===== config.mk =====
export PLATFORM = sky130hd
export DESIGN_NAME = prs_switch_ctrl
export DESIGN_NICKNAME = d
export VERILOG_FILES = /design/src/verilog/prs_pkg.sv /design/src/verilog/prs_sel_sync.sv /design/src/verilog/prs_switch_ctrl.sv
export SDC_FILE = /design/constraint.sdc
export NUM_CORES = 1
export LEC_CHECK = 0
export BUFFER_PORTS_ARGS = -buffer_cell sky130_fd_sc_hd__buf_2
export CAP_MARGIN = 10
export CORE_UTILIZATION = 48
export DETAILED_ROUTE_END_ITERATION = 6
export PLACE_DENSITY = 0.8
export SYNTH_ARGS = -nofsm -noshare
export SYNTH_HDL_FRONTEND = slang
export SYNTH_SLANG_ARGS = --single-unit

===== constraint.sdc =====
create_clock -name mclk -period 1.6 [get_ports mclk]
set_input_delay 0.16 -clock mclk [delete_from_list [all_inputs] [get_ports mclk]]
set_output_delay 0.16 -clock mclk [all_outputs]
set_load 0.02 [all_outputs]

===== src/verilog/prs_pkg.sv =====
package prs_pkg;
    // ****************************************
    // Register map
    // ****************************************
    localparam logic [9:0] REF_SWITCH_CONTROL_ADDR = 10'h01c;
    localparam logic [7:0] REF_SWITCH_CONTROL_RST = 8'h00;
    localparam int BIT_DIFF_MODE = 0;
    localparam int BIT_PRI_PWR = 1;
    localparam int BIT_SEC_PWR = 2;
    localparam int BIT_STAY_SEC = 3;
    localparam int BIT_AUTO_EN = 4;
    localparam int BIT_USE_PIN = 5;
    localparam int BIT_SEL_SEC = 6;
    localparam int BIT_DEGLITCH_DIS = 7;

    // ****************************************
    // Switchover states
    // ****************************************
    typedef enum logic [1:0] {
        ST_PRIMARY = 2'b01,
        ST_SECONDARY = 2'b10
    } prs_state_t;
endpackage


===== src/verilog/prs_sel_sync.sv =====
`timescale 1ns/1ps
// ****************************************
// Two-stage synchroniser for the select pin
// ****************************************
module prs_sel_sync (
    // Clock and reset
    input wire logic mclk,
    input wire logic rstn,
    // Data
    input wire logic din,
    output logic dout
);
    logic meta_q;

    always_ff @(posedge mclk) begin
        if (!rstn) begin
            meta_q <= 1'b0;
            dout <= 1'b0;
        end else begin
            meta_q <= din;
            dout <= meta_q;
        end
    end
endmodule


===== src/verilog/prs_switch_ctrl.sv =====
`timescale 1ns/1ps
// ****************************************
// Reference switchover control
// ****************************************
module prs_switch_ctrl (
    // Clock and reset
    input wire logic mclk,
    input wire logic rstn,
    // Register port from serial control
    input wire logic reg_wr,
    input wire logic [9:0] reg_addr,
    input wire logic [7:0] reg_wdata,
    output logic [7:0] reg_rdata,
    // Reference monitors and select pin
    input wire logic primary_status_good,
    input wire logic secondary_status_good,
    input wire logic ref_select_pin,
    // Controls to reference path
    output logic use_secondary,
    output logic primary_power_en,
    output logic secondary_power_en,
    output logic diff_mode,
    output logic deglitch_en,
    output logic auto_mode
);
    logic [7:0] ctrl_q;
    logic pin_sync;
    prs_pkg::prs_state_t state_q;
    prs_pkg::prs_state_t state_d;

    // ****************************************
    // Decode helpers
    // ****************************************
    // True when the bus names the switchover control register
    function automatic logic ctrl_hit(input logic [9:0] addr);
        return addr == prs_pkg::REF_SWITCH_CONTROL_ADDR;
    endfunction

    // Reference asked for under manual control, from the pin or the register bit
    function automatic logic manual_choice(input logic [7:0] ctrl, input logic pin);
        logic choice;
        if (ctrl[prs_pkg::BIT_USE_PIN]) begin
            choice = pin;
        end else begin
            choice = ctrl[prs_pkg::BIT_SEL_SEC];
        end
        return choice;
    endfunction

    // An input is powered by its own bit or by automatic switchover
    function automatic logic power_on(input logic [7:0] ctrl, input int en_bit);
        return ctrl[prs_pkg::BIT_AUTO_EN] | ctrl[en_bit];
    endfunction

    // Switchover state that stands for a reference choice
    function automatic prs_pkg::prs_state_t state_of(input logic on_secondary);
        return on_secondary ? prs_pkg::ST_SECONDARY : prs_pkg::ST_PRIMARY;
    endfunction

    // Leave the primary only when there is a good secondary to go to
    function automatic logic failover_wanted(input logic pri_good, input logic sec_good);
        return !pri_good && sec_good;
    endfunction

    // Return to the primary once it is good, unless told to stay
    function automatic logic revert_wanted(input logic [7:0] ctrl, input logic pri_good);
        return !ctrl[prs_pkg::BIT_STAY_SEC] && pri_good;
    endfunction

    // ****************************************
    // Select pin synchroniser
    // ****************************************
    prs_sel_sync u_sync (
        .mclk(mclk),
        .rstn(rstn),
        .din(ref_select_pin),
        .dout(pin_sync)
    );

    // ****************************************
    // Control register
    // ****************************************
    always_ff @(posedge mclk) begin
        if (!rstn) begin
            ctrl_q <= prs_pkg::REF_SWITCH_CONTROL_RST;
        end else if (reg_wr && ctrl_hit(reg_addr)) begin
            ctrl_q <= reg_wdata;
        end
    end

    // ****************************************
    // Read back
    // ****************************************
    always_ff @(posedge mclk) begin
        if (!rstn) begin
            reg_rdata <= '0;
        end else if (ctrl_hit(reg_addr)) begin
            reg_rdata <= ctrl_q;
        end else begin
            reg_rdata <= '0;
        end
    end

    // ****************************************
    // Automatic switchover state
    // ****************************************
    always_comb begin
        state_d = state_q;
        unique case (state_q)
            prs_pkg::ST_PRIMARY: begin
                if (failover_wanted(primary_status_good, secondary_status_good)) begin
                    state_d = prs_pkg::ST_SECONDARY;
                end
            end
            prs_pkg::ST_SECONDARY: begin
                // Revert only when not told to stay
                if (revert_wanted(ctrl_q, primary_status_good)) begin
                    state_d = prs_pkg::ST_PRIMARY;
                end
            end
            default: state_d = prs_pkg::ST_PRIMARY;
        endcase
    end

    always_ff @(posedge mclk) begin
        if (!rstn) begin
            state_q <= prs_pkg::ST_PRIMARY;
        end else if (!ctrl_q[prs_pkg::BIT_AUTO_EN]) begin
            // Track the manual choice so entering automatic mode starts from the
            // reference in use, with no stray pulse on the select
            state_q <= state_of(manual_choice(ctrl_q, pin_sync));
        end else begin
            state_q <= state_d;
        end
    end

    // ****************************************
    // Registered outputs
    // ****************************************
    always_ff @(posedge mclk) begin
        if (!rstn) begin
            use_secondary <= 1'b0;
        end else if (ctrl_q[prs_pkg::BIT_AUTO_EN]) begin
            use_secondary <= (state_q == prs_pkg::ST_SECONDARY);
        end else begin
            use_secondary <= manual_choice(ctrl_q, pin_sync);
        end
    end

    // ****************************************
    // Power enables
    // ****************************************
    always_ff @(posedge mclk) begin
        if (!rstn) begin
            primary_power_en <= power_on(prs_pkg::REF_SWITCH_CONTROL_RST, prs_pkg::BIT_PRI_PWR);
        end else begin
            primary_power_en <= power_on(ctrl_q, prs_pkg::BIT_PRI_PWR);
        end
    end

    always_ff @(posedge mclk) begin
        if (!rstn) begin
            secondary_power_en <= power_on(prs_pkg::REF_SWITCH_CONTROL_RST, prs_pkg::BIT_SEC_PWR);
        end else begin
            secondary_power_en <= power_on(ctrl_q, prs_pkg::BIT_SEC_PWR);
        end
    end

    // ****************************************
    // Mode outputs
    // ****************************************
    always_ff @(posedge mclk) begin
        if (!rstn) begin
            diff_mode <= prs_pkg::REF_SWITCH_CONTROL_RST[prs_pkg::BIT_DIFF_MODE];
        end else begin
            diff_mode <= ctrl_q[prs_pkg::BIT_DIFF_MODE];
        end
    end

    always_ff @(posedge mclk) begin
        if (!rstn) begin
            deglitch_en <= ~prs_pkg::REF_SWITCH_CONTROL_RST[prs_pkg::BIT_DEGLITCH_DIS];
        end else begin
            deglitch_en <= ~ctrl_q[prs_pkg::BIT_DEGLITCH_DIS];
        end
    end

    always_ff @(posedge mclk) begin
        if (!rstn) begin
            auto_mode <= prs_pkg::REF_SWITCH_CONTROL_RST[prs_pkg::BIT_AUTO_EN];
        end else begin
            auto_mode <= ctrl_q[prs_pkg::BIT_AUTO_EN];
        end
    end
endmodule


* Word-level counts from Yosys, hierarchy flattened
Cells that the tools add are included.
** Storage, ports and cells
- Input bits :: 24
- Bits in registers :: 26
- Word-level logic and storage cells :: 35
- Output and inout port bits :: 14
** Cells by class
- Mux-type cells :: 9
- Bitwise logic cells :: 3
- Equality and inequality tests :: 5
- Reduce and logical (&&, ||, !) cells :: 7
** Operators with widths (count)
- equality test 10 x 5 -> 1 bit, second input constant :: 1
- two-way mux 2 bit :: 4
- inequality test 3 bit, second input constant :: 2
- two-way mux 1 bit :: 4
- one-hot mux 2 bit (2 select lines) :: 1
- AND reduction 2 bit :: 2
- logical AND 1 bit :: 3
- equality test 2 x 1 -> 1 bit, second input constant :: 1
- equality test 2 bit, second input constant :: 1
- zero test 1 bit :: 2
- OR 1 bit :: 2
- inverter 1 bit :: 1

* Longest topological paths before layout
Gate-level depths: netlist of the first run.
- Word-level depth :: 5
- Depth in mapped cells :: 4
- Mapped depth without buffers :: 3

* Modules after synthesis
A second synthesis of the first run with hierarchy kept.
** Second synthesis, totals
- Cell total of the unflattened synthesis :: 81
- Area, all modules :: 884.6 µm²
** By module, submodules not included
- prs_switch_ctrl :: sequential area each 480.5 µm², instances 1, cells each 77, area each 832.0 µm²
- prs_sel_sync :: sequential area each 40.0 µm², instances 1, cells each 4, area each 52.6 µm²

* Worst setup path before layout of the first run
Ideal clock, no wire load.
- Path type :: register to register
- Start point :: register ctrl_q[5]
- End point :: register state_q[0]
- Clock period less this slack :: 1.068 ns
- Setup time :: 0.058 ns
- Cell stages (with the launch flop) :: 4
- Buffers on the path :: 0
- Slack :: 0.532 ns
- Arrival :: 1.010 ns
- Data required time :: 1.542 ns
- Cells stage by stage :: dfxtp_1 > mux2_2 > o21ai_0 > a31o_2
** Between the ends
- Word-level cells in the longest chain between the ends :: 5
** RTL lines
- from (decl) :: line prs_switch_ctrl.sv:26 : logic [7:0] ctrl_q;
- from (signal assigned) :: line prs_switch_ctrl.sv:85 : ctrl_q <= prs_pkg::REF_SWITCH_CONTROL_RST;
- from (signal assigned) :: line prs_switch_ctrl.sv:87 : ctrl_q <= reg_wdata;
- two-way mux 1 bit :: line prs_switch_ctrl.sv:42 : if (ctrl[prs_pkg::BIT_USE_PIN]) begin
- two-way mux 1 bit :: line prs_switch_ctrl.sv:128 : end else if (!ctrl_q[prs_pkg::BIT_AUTO_EN]) begin
- two-way mux 1 bit :: line prs_switch_ctrl.sv:126 : if (!rstn) begin
- two-way mux 2 bit :: line prs_switch_ctrl.sv:57 : return on_secondary ? prs_pkg::ST_SECONDARY : prs_pkg::ST_PRIMARY;
- two-way mux 2 bit :: line prs_switch_ctrl.sv:128
- to (signal assigned) :: line prs_switch_ctrl.sv:127 : state_q <= prs_pkg::ST_PRIMARY;
- to (signal assigned) :: line prs_switch_ctrl.sv:131 : state_q <= state_of(manual_choice(ctrl_q, pin_sync));
- to (signal assigned) :: line prs_switch_ctrl.sv:133 : state_q <= state_d;
- to (decl) :: line prs_switch_ctrl.sv:28 : prs_pkg::prs_state_t state_q;
Every way passes these cells. The select of a mux whose other input is x is not followed.
A chain may end at the register's enable or synchronous reset.

* Worst setup path in the final report of the first run
Same ends and word-level chain as after synthesis.

==> results of run 1 <==
-- metal layers --
layer | track usage | vias to the layer above | wire (um)
met5 | 0 | - | 0
li1 | - | 354 | -
met1 | 0.182 | 311 | 631
met4 | 0.0545 | 0 | 17
met3 | 0.0400 | 2 | 64
met2 | 0.322 | 18 | 842
-- critical path, cell delays in order, from the launching register on --
cell,delay [ps]
dfxtp_1,370
mux2_2,340
o21ai_0,280
a31o_2,150
-- per-stage QoR --
step                instances  setup WS (ps)  instance area (sq um)
global route              145            402                   1150
CTS                       145            432                   1150
finish                    145            421                   1150
global placement          141            442                   1090
detailed placement        141            390                   1090
floorplan                  82            532                    890
-- area by class of cell --
| cell class | instances | area [sq um] |
|---|---|---|
| inverters | 3 | 11.3 |
| flip-flops and latches | 26 | 520 |
| well taps | 25 | 31.3 |
| fillers | 147 | 581 |
| clock inverters | 1 | 30.0 |
| multi-input cells | 50 | 345 |
| repair buffers | 37 | 185 |
| clock buffers | 3 | 22.5 |
-- logic make-up after synthesis --
group	after synthesis	share of synthesized area
AND/OR/NAND/NOR	34	0.232
flip-flops	26	0.585
multiplexers	9	0.103
AO/OA/AOI/OAI	7	0.0534
buffers and inverters	6	0.0267
-- power by group through the flow --
stage	Clock, mW	Combinational, mW	Sequential (mW)
final	0.437	0.0531	0.650
after global routing	0.466	0.0588	0.651
after CTS	0.450	0.0530	0.651
after detailed placement	0	0.0526	0.665
after global placement	0	0.0514	0.665
after floorplan	0	0.0220	0.665
-- worst paths after layout --
check	startpoint	endpoint	slack (ps)	cells after the start
worst max-delay path	ctrl_q[5]	state_q[0]	420	3
worst min-delay path	ref_select_pin	u_sync.meta_q	40	2
worst max register to register	ctrl_q[5]	state_q[0]	420	3
worst min register to register	ctrl_q[7]	deglitch_en	430	1
-- layout by cell type (no fill, tap or decap), types with 2 or more instances in the layout --
cell      instances
inv_1             3
and2_1            4
nor2_1            2
buf_2            37
nand2_1          16
mux2i_1           8
dfxtp_1          26
clkbuf_4          3
o21a_1            2
and3_1            6
==> metrics, run 1 <==
CP Capture Type flip-flop; Die Area 2030 sq um; Routed WL 1.55 mm; antenna viol nets, final 0; Tot GR Track Use 0.170; commonest cells in the netlist 26 x dfxtp_1, 16 x nand2_1, 8 x mux2i_1; peak fanout along the critical path 3; sequential power share 0.570; Setup Buffers After CTS 0; Detailed Place HPWL 1.14 mm; Worst Setup Start Kind flip-flop; Fin. Hold Viols 0; max cap viols 0; count leader, synth dfxtp_1; CTS H-tree lvls 1; sw frac 0.184; Mapped Area 890 sq um; final setup fails 0; Post-synth EDFFs 0; outcome finished clean; top_reg_cell synth dfxtp_1; Fin Clk Skew 3.59 ps; via count 685; worst slew pin tran 403 ps; initial antenna violation count 0; layout cells sized above 1 0.392; first-pass GRT wire length 2.45 mm; Avg WL per Cell 10.7 um; TritonCTS buffer count 3; P_sw 0.209 mW; clock sinks 26; leakage power 0.624 nW; CORE AREA 1730 sq um; grt total ovfl 0; Min Hold Slack 37.3 ps; Clk pwr share 0.383; number of global-route vias before repair 596; Mapped Nets 106; RSZ-0062 raised after global routing false; Hold Buf Count CTS 0; largest net degree at the start of global routing 28; CTS tree done; Synth Register Bits 26; Comb pwr share 0.047; placer congestion estimate 0.732; arrival time worst endpoint 1460 ps; Period minus WS final 1180 ps; Worst Setup Path Type flip-flop to flip-flop; Finished Core Util 0.664; DR vias/cell 4.72; largest area contributor in the netlist dfxtp_1; max frequency 848 MHz; # rows 15; io pins 38; fraction of the yosys area taken by sequential cells 0.585; Final Slew Violations 0; Largest regs ctrl_q: 8 flops, reg_rdata: 8 flops, state_q: 2 flops; initial core utilization 0.515; Detailed Routing Iterations Pass 1 4; CTS Root Cell clkbuf_4; Data required, critical path 1880 ps; Max VDD drop 0.613 mV; P&R area growth vs syn 28.8%; Ys Warns 0; DRC errors left 0; chip height 45.1 um; post-CTS sizing 0; Max-slew headroom 0.731; Netlist cell types 22; top cell type's share of synthesized area 0.585; largest cells by area after synthesis dfxtp_1 59%, mux2i_1 9.0%, nand2_1 6.8%; clock slew at reported path FFs 130 ps; diode count 0; latest clock arrival within the worst-skew pair 320 ps; cell count after synthesis 82; Final period util 0.737; Die Wd 45.1 um; syn avg cell area 10.8 sq um; total chip power 1.14 mW; pwr/cell area 995 nW/um^2; setup TNS 0 ps; Hold Path Class primary input to flip-flop; Nets 145; FFs w/ async S/R, synth 0; Iter 0 DRT Violations 14; cell-internal power 0.931 mW; PortBufs 37; buffer depth of the longest clock path 2
No activity file was read; power rests on OpenSTA's default activity.
==> inputs of run 2 (changes only) <==
CORE_UTILIZATION = 45   (was 48)
PLACE_DENSITY = 0.76   (was 0.8)
clock period = 1.2 ns   (was 1.6 ns; I/O delays follow)
==> metrics, run 2 (synthesis gave the netlist of run 1 again) <==
Tot GR Track Use 0.172 (was 0.170); Final Slew Violations 0 (unchanged); layout cells sized above 1 0.393 (was 0.392); TritonCTS buffer count 3 (unchanged); initial core utilization 0.499 (was 0.515); buffer depth of the longest clock path 2 (unchanged); latest clock arrival within the worst-skew pair 310 ps (was 320 ps); RSZ-0062 raised after global routing false (unchanged); Max-slew headroom 0.809 (was 0.731); setup TNS 0 ps (unchanged); commonest non-fill, non-tap cells in the layout 37 x buf_2, 26 x dfxtp_1, 16 x nand2_1, 8 x mux2i_1, 6 x and3_1 (unchanged); Setup Buffers After CTS 0 (unchanged); clock slew at reported path FFs 130 ps (about the same); Die Wd 46.5 um (was 45.1 um); largest net degree at the start of global routing 16 (was 28); initial antenna violation count 0 (unchanged); Fin. Hold Viols 0 (unchanged); antenna viol nets, final 0 (unchanged); Period minus WS final 1110 ps (was 1180 ps); CTS tree done (unchanged); number of global-route vias before repair 619 (was 596); Die Area 2160 sq um (was 2030 sq um); Non-Filler Instances 147 (was 145); clock sinks 26 (unchanged); Final period util 0.926 (was 0.737); Max VDD drop 0.774 mV (was 0.613 mV); peak fanout along the critical path 3 (unchanged); max frequency 900 MHz (was 848 MHz); CTS H-tree lvls 1 (unchanged); max cap viols 0 (unchanged); Routed WL 1.57 mm (was 1.55 mm); CTS Root Cell clkbuf_4 (unchanged); Avg WL per Cell 10.7 um (about the same); Worst Setup Path Type flip-flop to flip-flop (unchanged); first-pass GRT wire length 2.50 mm (was 2.45 mm); pwr/cell area 1180 nW/um^2 (was 995 nW/um^2); worst slew pin tran 285 ps (was 403 ps); placer congestion estimate 0.687 (was 0.732); Post-Place Cells 142 (was 141); outcome finished clean (unchanged); Detailed Routing Iterations Pass 1 4 (unchanged); Nets 147 (was 145); grt total ovfl 0 (unchanged); Fin Clk Skew 5.98 ps (was 3.59 ps); via count 684 (was 685); Worst R2R Setup Slack 90 ps (was 420 ps); worst hold endpoint ctrl_q[2] (was u_sync.meta_q); Detailed Place HPWL 1.21 mm (was 1.14 mm); final setup fails 0 (unchanged); arrival time worst endpoint 1380 ps (was 1460 ps); leakage power 0.626 nW (was 0.624 nW); P&R area growth vs syn 29.0% (was 28.8%); Worst Setup Start Kind flip-flop (unchanged); Reg2Reg Launch Point ctrl_q[5] (unchanged); Critical R2R Capture state_q[0] (unchanged); Iter 0 DRT Violations 5 (was 14); Data required, critical path 1470 ps (was 1880 ps); diode count 0 (unchanged); Largest regs ctrl_q: 8 flops, reg_rdata: 8 flops, state_q: 2 flops (unchanged); commonest non-fill, non-tap cell in the layout buf_2 (unchanged); io pins 38 (unchanged); hold wc startpoint reg_wdata[2] (was ref_select_pin); Reg2Reg Depth 3 (unchanged); CORE AREA 1780 sq um (was 1730 sq um); DR vias/cell 4.65 (was 4.72); Hold Path Class primary input to flip-flop (unchanged); DRC errors left 0 (unchanged); CP Capture Type flip-flop (unchanged); WHS Path Cells 3 (was 2); # rows 15 (unchanged); PortBufs 37 (unchanged); chip height 46.5 um (was 45.1 um)
## run 2: cell count changes in the layout (fill, tap and decap cells not counted), sizes merged
cell | before | now
dlygate4sd3 | 0 | 1
bufinv | 1 | 0
buf | 37 | 38
clkbuf | 3 | 4
## run 2: power breakdown
| part | switching, mW | leakage (nW) | internal (mW) | total [mW] |
|---|---|---|---|---|
| logic | 0.0340 | 0.395 | 0.0416 | 0.0757 |
| clock network | 0.229 | 0.0210 | 0.185 | 0.414 |
| registers | 0.000782 | 0.210 | 0.866 | 0.867 |
## run 2: timing repair
| item | in CTS | in global routing |
|---|---|---|
| resized for setup | 1 | 0 |
| hold buffers | 1 | 0 |
| hold endpoints to repair | 1 | 0 |
| endpoints found under the setup margin | 1 | 0 |
## run 2: worst max path at each step
stage,start,to,depth (start not counted)
3_5_place_dp,ctrl_q[5],state_q[0],3
3_3_place_gp,ctrl_q[5],state_q[0],3
4_1_cts,ctrl_q[5],state_q[0],3
6_report,ctrl_q[5],state_q[0],3
2_1_floorplan,ctrl_q[5],state_q[0],3
5_1_grt,ctrl_q[5],state_q[0],3
## run 2: final cells by class
| cell class | count | area (sq um) |
|---|---|---|
| repair buffers | 39 | 203 |
| well taps | 25 | 31.3 |
| clock buffers | 4 | 36.3 |
| fillers | 156 | 636 |
| flip-flops and latches | 26 | 520 |
| inverters | 3 | 11.3 |
| multi-input cells | 50 | 345 |
## run 2: per-layer routing
metal	part of all wire	global-route usage	vias to the layer above
met3	0.034	0.0353	6
met5	0	0	-
met1	0.40	0.184	304
li1	-	-	354
met4	0.025	0.106	0
met2	0.54	0.303	20
## run 2: stage by stage
| step | area, sq um | hold WS, ps | worst slack, ps | total power, mW | utilization |
|---|---|---|---|---|---|
| after floorplan | 890 | 247 | 132 | 0.915 | - |
| after global placement | 1100 | 330 | 53.9 | 0.957 | 0.618 |
| after detailed placement | 1100 | 333 | 24.1 | 0.960 | 0.618 |
| after CTS | 1150 | 29.1 | 94.3 | 1.37 | 0.644 |
| after global routing | 1150 | 25.2 | 38.6 | 1.43 | 0.644 |
| final | 1150 | 33.0 | 88.8 | 1.36 | 0.644 |
## run 2: critical path, cell delays in order (launching register included)
cell     delay [ps]
dfxtp_1         380
mux2_2          350
o21ai_1         210
a31o_2          140
==> inputs of run 3 (changes only) <==
CTS_CLUSTER_DIAMETER = 100   (was unset)
SYNTH_HIERARCHICAL = 1   (was unset)
==> metrics, run 3 <==
Fin. Hold Viols 0 (unchanged); # rows 15 (unchanged); Data required, critical path 1460 ps (was 1470 ps); Non-Filler Instances 147 (unchanged); Synth Register Bits 26 (unchanged); Worst Setup Path Type flip-flop to flip-flop (unchanged); Final period util 0.925 (was 0.926); Max-slew headroom 0.811 (was 0.809); chip height 46.3 um (was 46.5 um); diode count 0 (unchanged); Hold Path Class primary input to flip-flop (unchanged); clock sinks 26 (unchanged); Max VDD drop 0.780 mV (was 0.774 mV); commonest cells in the netlist 26 x dfxtp_1, 16 x nand2_1, 8 x mux2i_1 (unchanged); RSZ-0062 raised after global routing false (unchanged); placer congestion estimate 0.733 (was 0.687); Simple-Gate Fraction of Synth Area 0.233 (was 0.232); via count 660 (was 684); DR vias/cell 4.49 (was 4.65); FFs w/ async S/R, synth 0 (unchanged); Mapped Area 885 sq um (was 890 sq um); Avg WL per Cell 10.0 um (was 10.7 um); CTS Root Cell clkbuf_4 (unchanged); CTS H-tree lvls 1 (unchanged); largest cells by area after synthesis dfxtp_1 59%, mux2i_1 9.1%, nand2_1 6.8% (was dfxtp_1 59%, mux2i_1 9.0%, nand2_1 6.8%); initial core utilization 0.496 (was 0.499); PortBufs 37 (unchanged); Post-Place Cells 142 (unchanged); commonest non-fill, non-tap cell in the layout buf_2 (unchanged); final worst setup slack 90.2 ps (was 88.8 ps); final setup fails 0 (unchanged); CP startpoint ctrl_q[5] (unchanged); peak fanout along the critical path 3 (unchanged); dpl ws 42.2 ps (was 24.1 ps); Detailed Place HPWL 1.12 mm (was 1.21 mm); CORE AREA 1780 sq um (unchanged); Routed WL 1.47 mm (was 1.57 mm); worst slew pin tran 282 ps (was 285 ps); layout cells sized above 1 0.393 (unchanged); Reg2Reg Launch Point ctrl_q[5] (unchanged); arrival time worst endpoint 1370 ps (was 1380 ps); commonest non-fill, non-tap cells in the layout 37 x buf_2, 26 x dfxtp_1, 16 x nand2_1, 8 x mux2i_1, 6 x and3_1 (unchanged); hold wc startpoint reg_wdata[7] (was reg_wdata[2]); gr busiest metal met2 (unchanged); Ys Warns 6 (was 0); Fin Clk Skew 7.18 ps (was 5.98 ps); DRC errors left 0 (unchanged); Tot GR Track Use 0.170 (was 0.172); pwr/cell area 1300 nW/um^2 (was 1180 nW/um^2); post-synthesis compound-gate area fraction 0.0537 (was 0.0534); latest clock arrival within the worst-skew pair 310 ps (about the same); io pins 38 (unchanged); count leader, synth dfxtp_1 (unchanged); antenna viol nets, final 0 (unchanged); number of global-route vias before repair 615 (was 619); top cell type's share of synthesized area 0.588 (was 0.585); Die Wd 46.3 um (was 46.5 um); Mapped Nets 105 (was 106); top_reg_cell synth dfxtp_1 (unchanged); met2 usage 0.294 (was 0.303); grt met3 use 0.0510 (was 0.0353); largest net degree at the start of global routing 16 (unchanged); max cap viols 0 (unchanged); CP Capture Type flip-flop (unchanged); Die Area 2150 sq um (was 2160 sq um); Final Slew Violations 0 (unchanged); fraction of the yosys area taken by sequential cells 0.588 (was 0.585); TritonCTS buffer count 3 (unchanged); cell count after synthesis 81 (was 82); clock slew at reported path FFs 130 ps (about the same); first-pass GRT wire length 2.51 mm (was 2.50 mm); CTS tree done (unchanged); largest area contributor in the netlist dfxtp_1 (unchanged); grt total ovfl 0 (unchanged); Post-synth EDFFs 0 (unchanged); Post-Synth Adder-Cell Area 0 (unchanged); syn avg cell area 10.9 sq um (was 10.8 sq um); Iter 0 DRT Violations 3 (was 5); post-synthesis mux area share 0.103 (about the same); buffer depth of the longest clock path 2 (unchanged); Worst Setup Start Kind flip-flop (unchanged); P&R area growth vs syn 31.5% (was 29.0%); leakage power 0.633 nW (was 0.626 nW); Nets 147 (unchanged); initial antenna violation count 0 (unchanged); Largest regs ctrl_q: 8 flops, reg_rdata: 8 flops, state_q: 2 flops (unchanged); max frequency 901 MHz (was 900 MHz); Period minus WS final 1110 ps (about the same); Netlist cell types 21 (was 22); setup TNS 0 ps (unchanged); Detailed Routing Iterations Pass 1 3 (was 4); main combinational cell family by area after synthesis simple AND/OR/NAND/NOR gates (unchanged); GR Util met1 0.184 (about the same); outcome finished clean (unchanged); post-synthesis xor/xnor area fraction 0 (unchanged)
## run 3: final timing paths
path                            cells after the start           to  slack, ps
worst max register to register                      3   state_q[0]         90
worst max-delay path                                3   state_q[0]         90
worst min register to register                      1  deglitch_en        410
worst min-delay path                                3    ctrl_q[7]         20
## run 3: layer usage
layer	routed length, um	vias up
li1	-	356
met1	637	281
met2	752	19
met3	62	4
met4	19	0
met5	0	-
## run 3: kinds of logic (layout without fill, tap and decap cells)
kind of cell           count (synthesis)  count (layout)
AND/OR/NAND/NOR                       34              34
flip-flops                            26              26
buffers and inverters                  5              46
AO/OA/AOI/OAI                          7               7
multiplexers                           9               9
## run 3: layout make-up
class | instances | area (sq um)
Timing Repair Buffer | 39 | 203
Multi-Input combinational cell | 50 | 345
Clock inverter | 1 | 30.0
Fill cell | 152 | 619
Sequential cell | 26 | 520
Inverter | 3 | 11.3
Clock buffer | 3 | 22.5
Tap cell | 25 | 31.3
## run 3: where the power goes
part           internal [mW]  switching (mW)
Clock                  0.338           0.239
Combinational         0.0414          0.0333
Sequential             0.866        0.000747
## run 3: timing repair
item | CTS | global route
gates resized for setup | 1 | 0
setup buffers | 0 | 0
hold endpoints to repair | 1 | 0
setup endpoints to repair | 1 | 0
hold buffers | 1 | 0
## run 3: stage by stage
stage	total power, mW	hold WS (ps)	utilization	cell area (sq um)
6_report	1.52	24.5	0.653	1160
2_1_floorplan	0.912	208	-	885
4_1_cts	1.53	20.6	0.653	1160
3_3_place_gp	0.958	334	0.618	1100
3_5_place_dp	0.959	335	0.618	1100
5_1_grt	1.58	20.1	0.653	1160
## run 3: worst max-delay path: stages (launching register included)
cell and delay [ps]:
dfxtp_1 370, mux2_2 330, o21ai_1 220, a31o_2 140
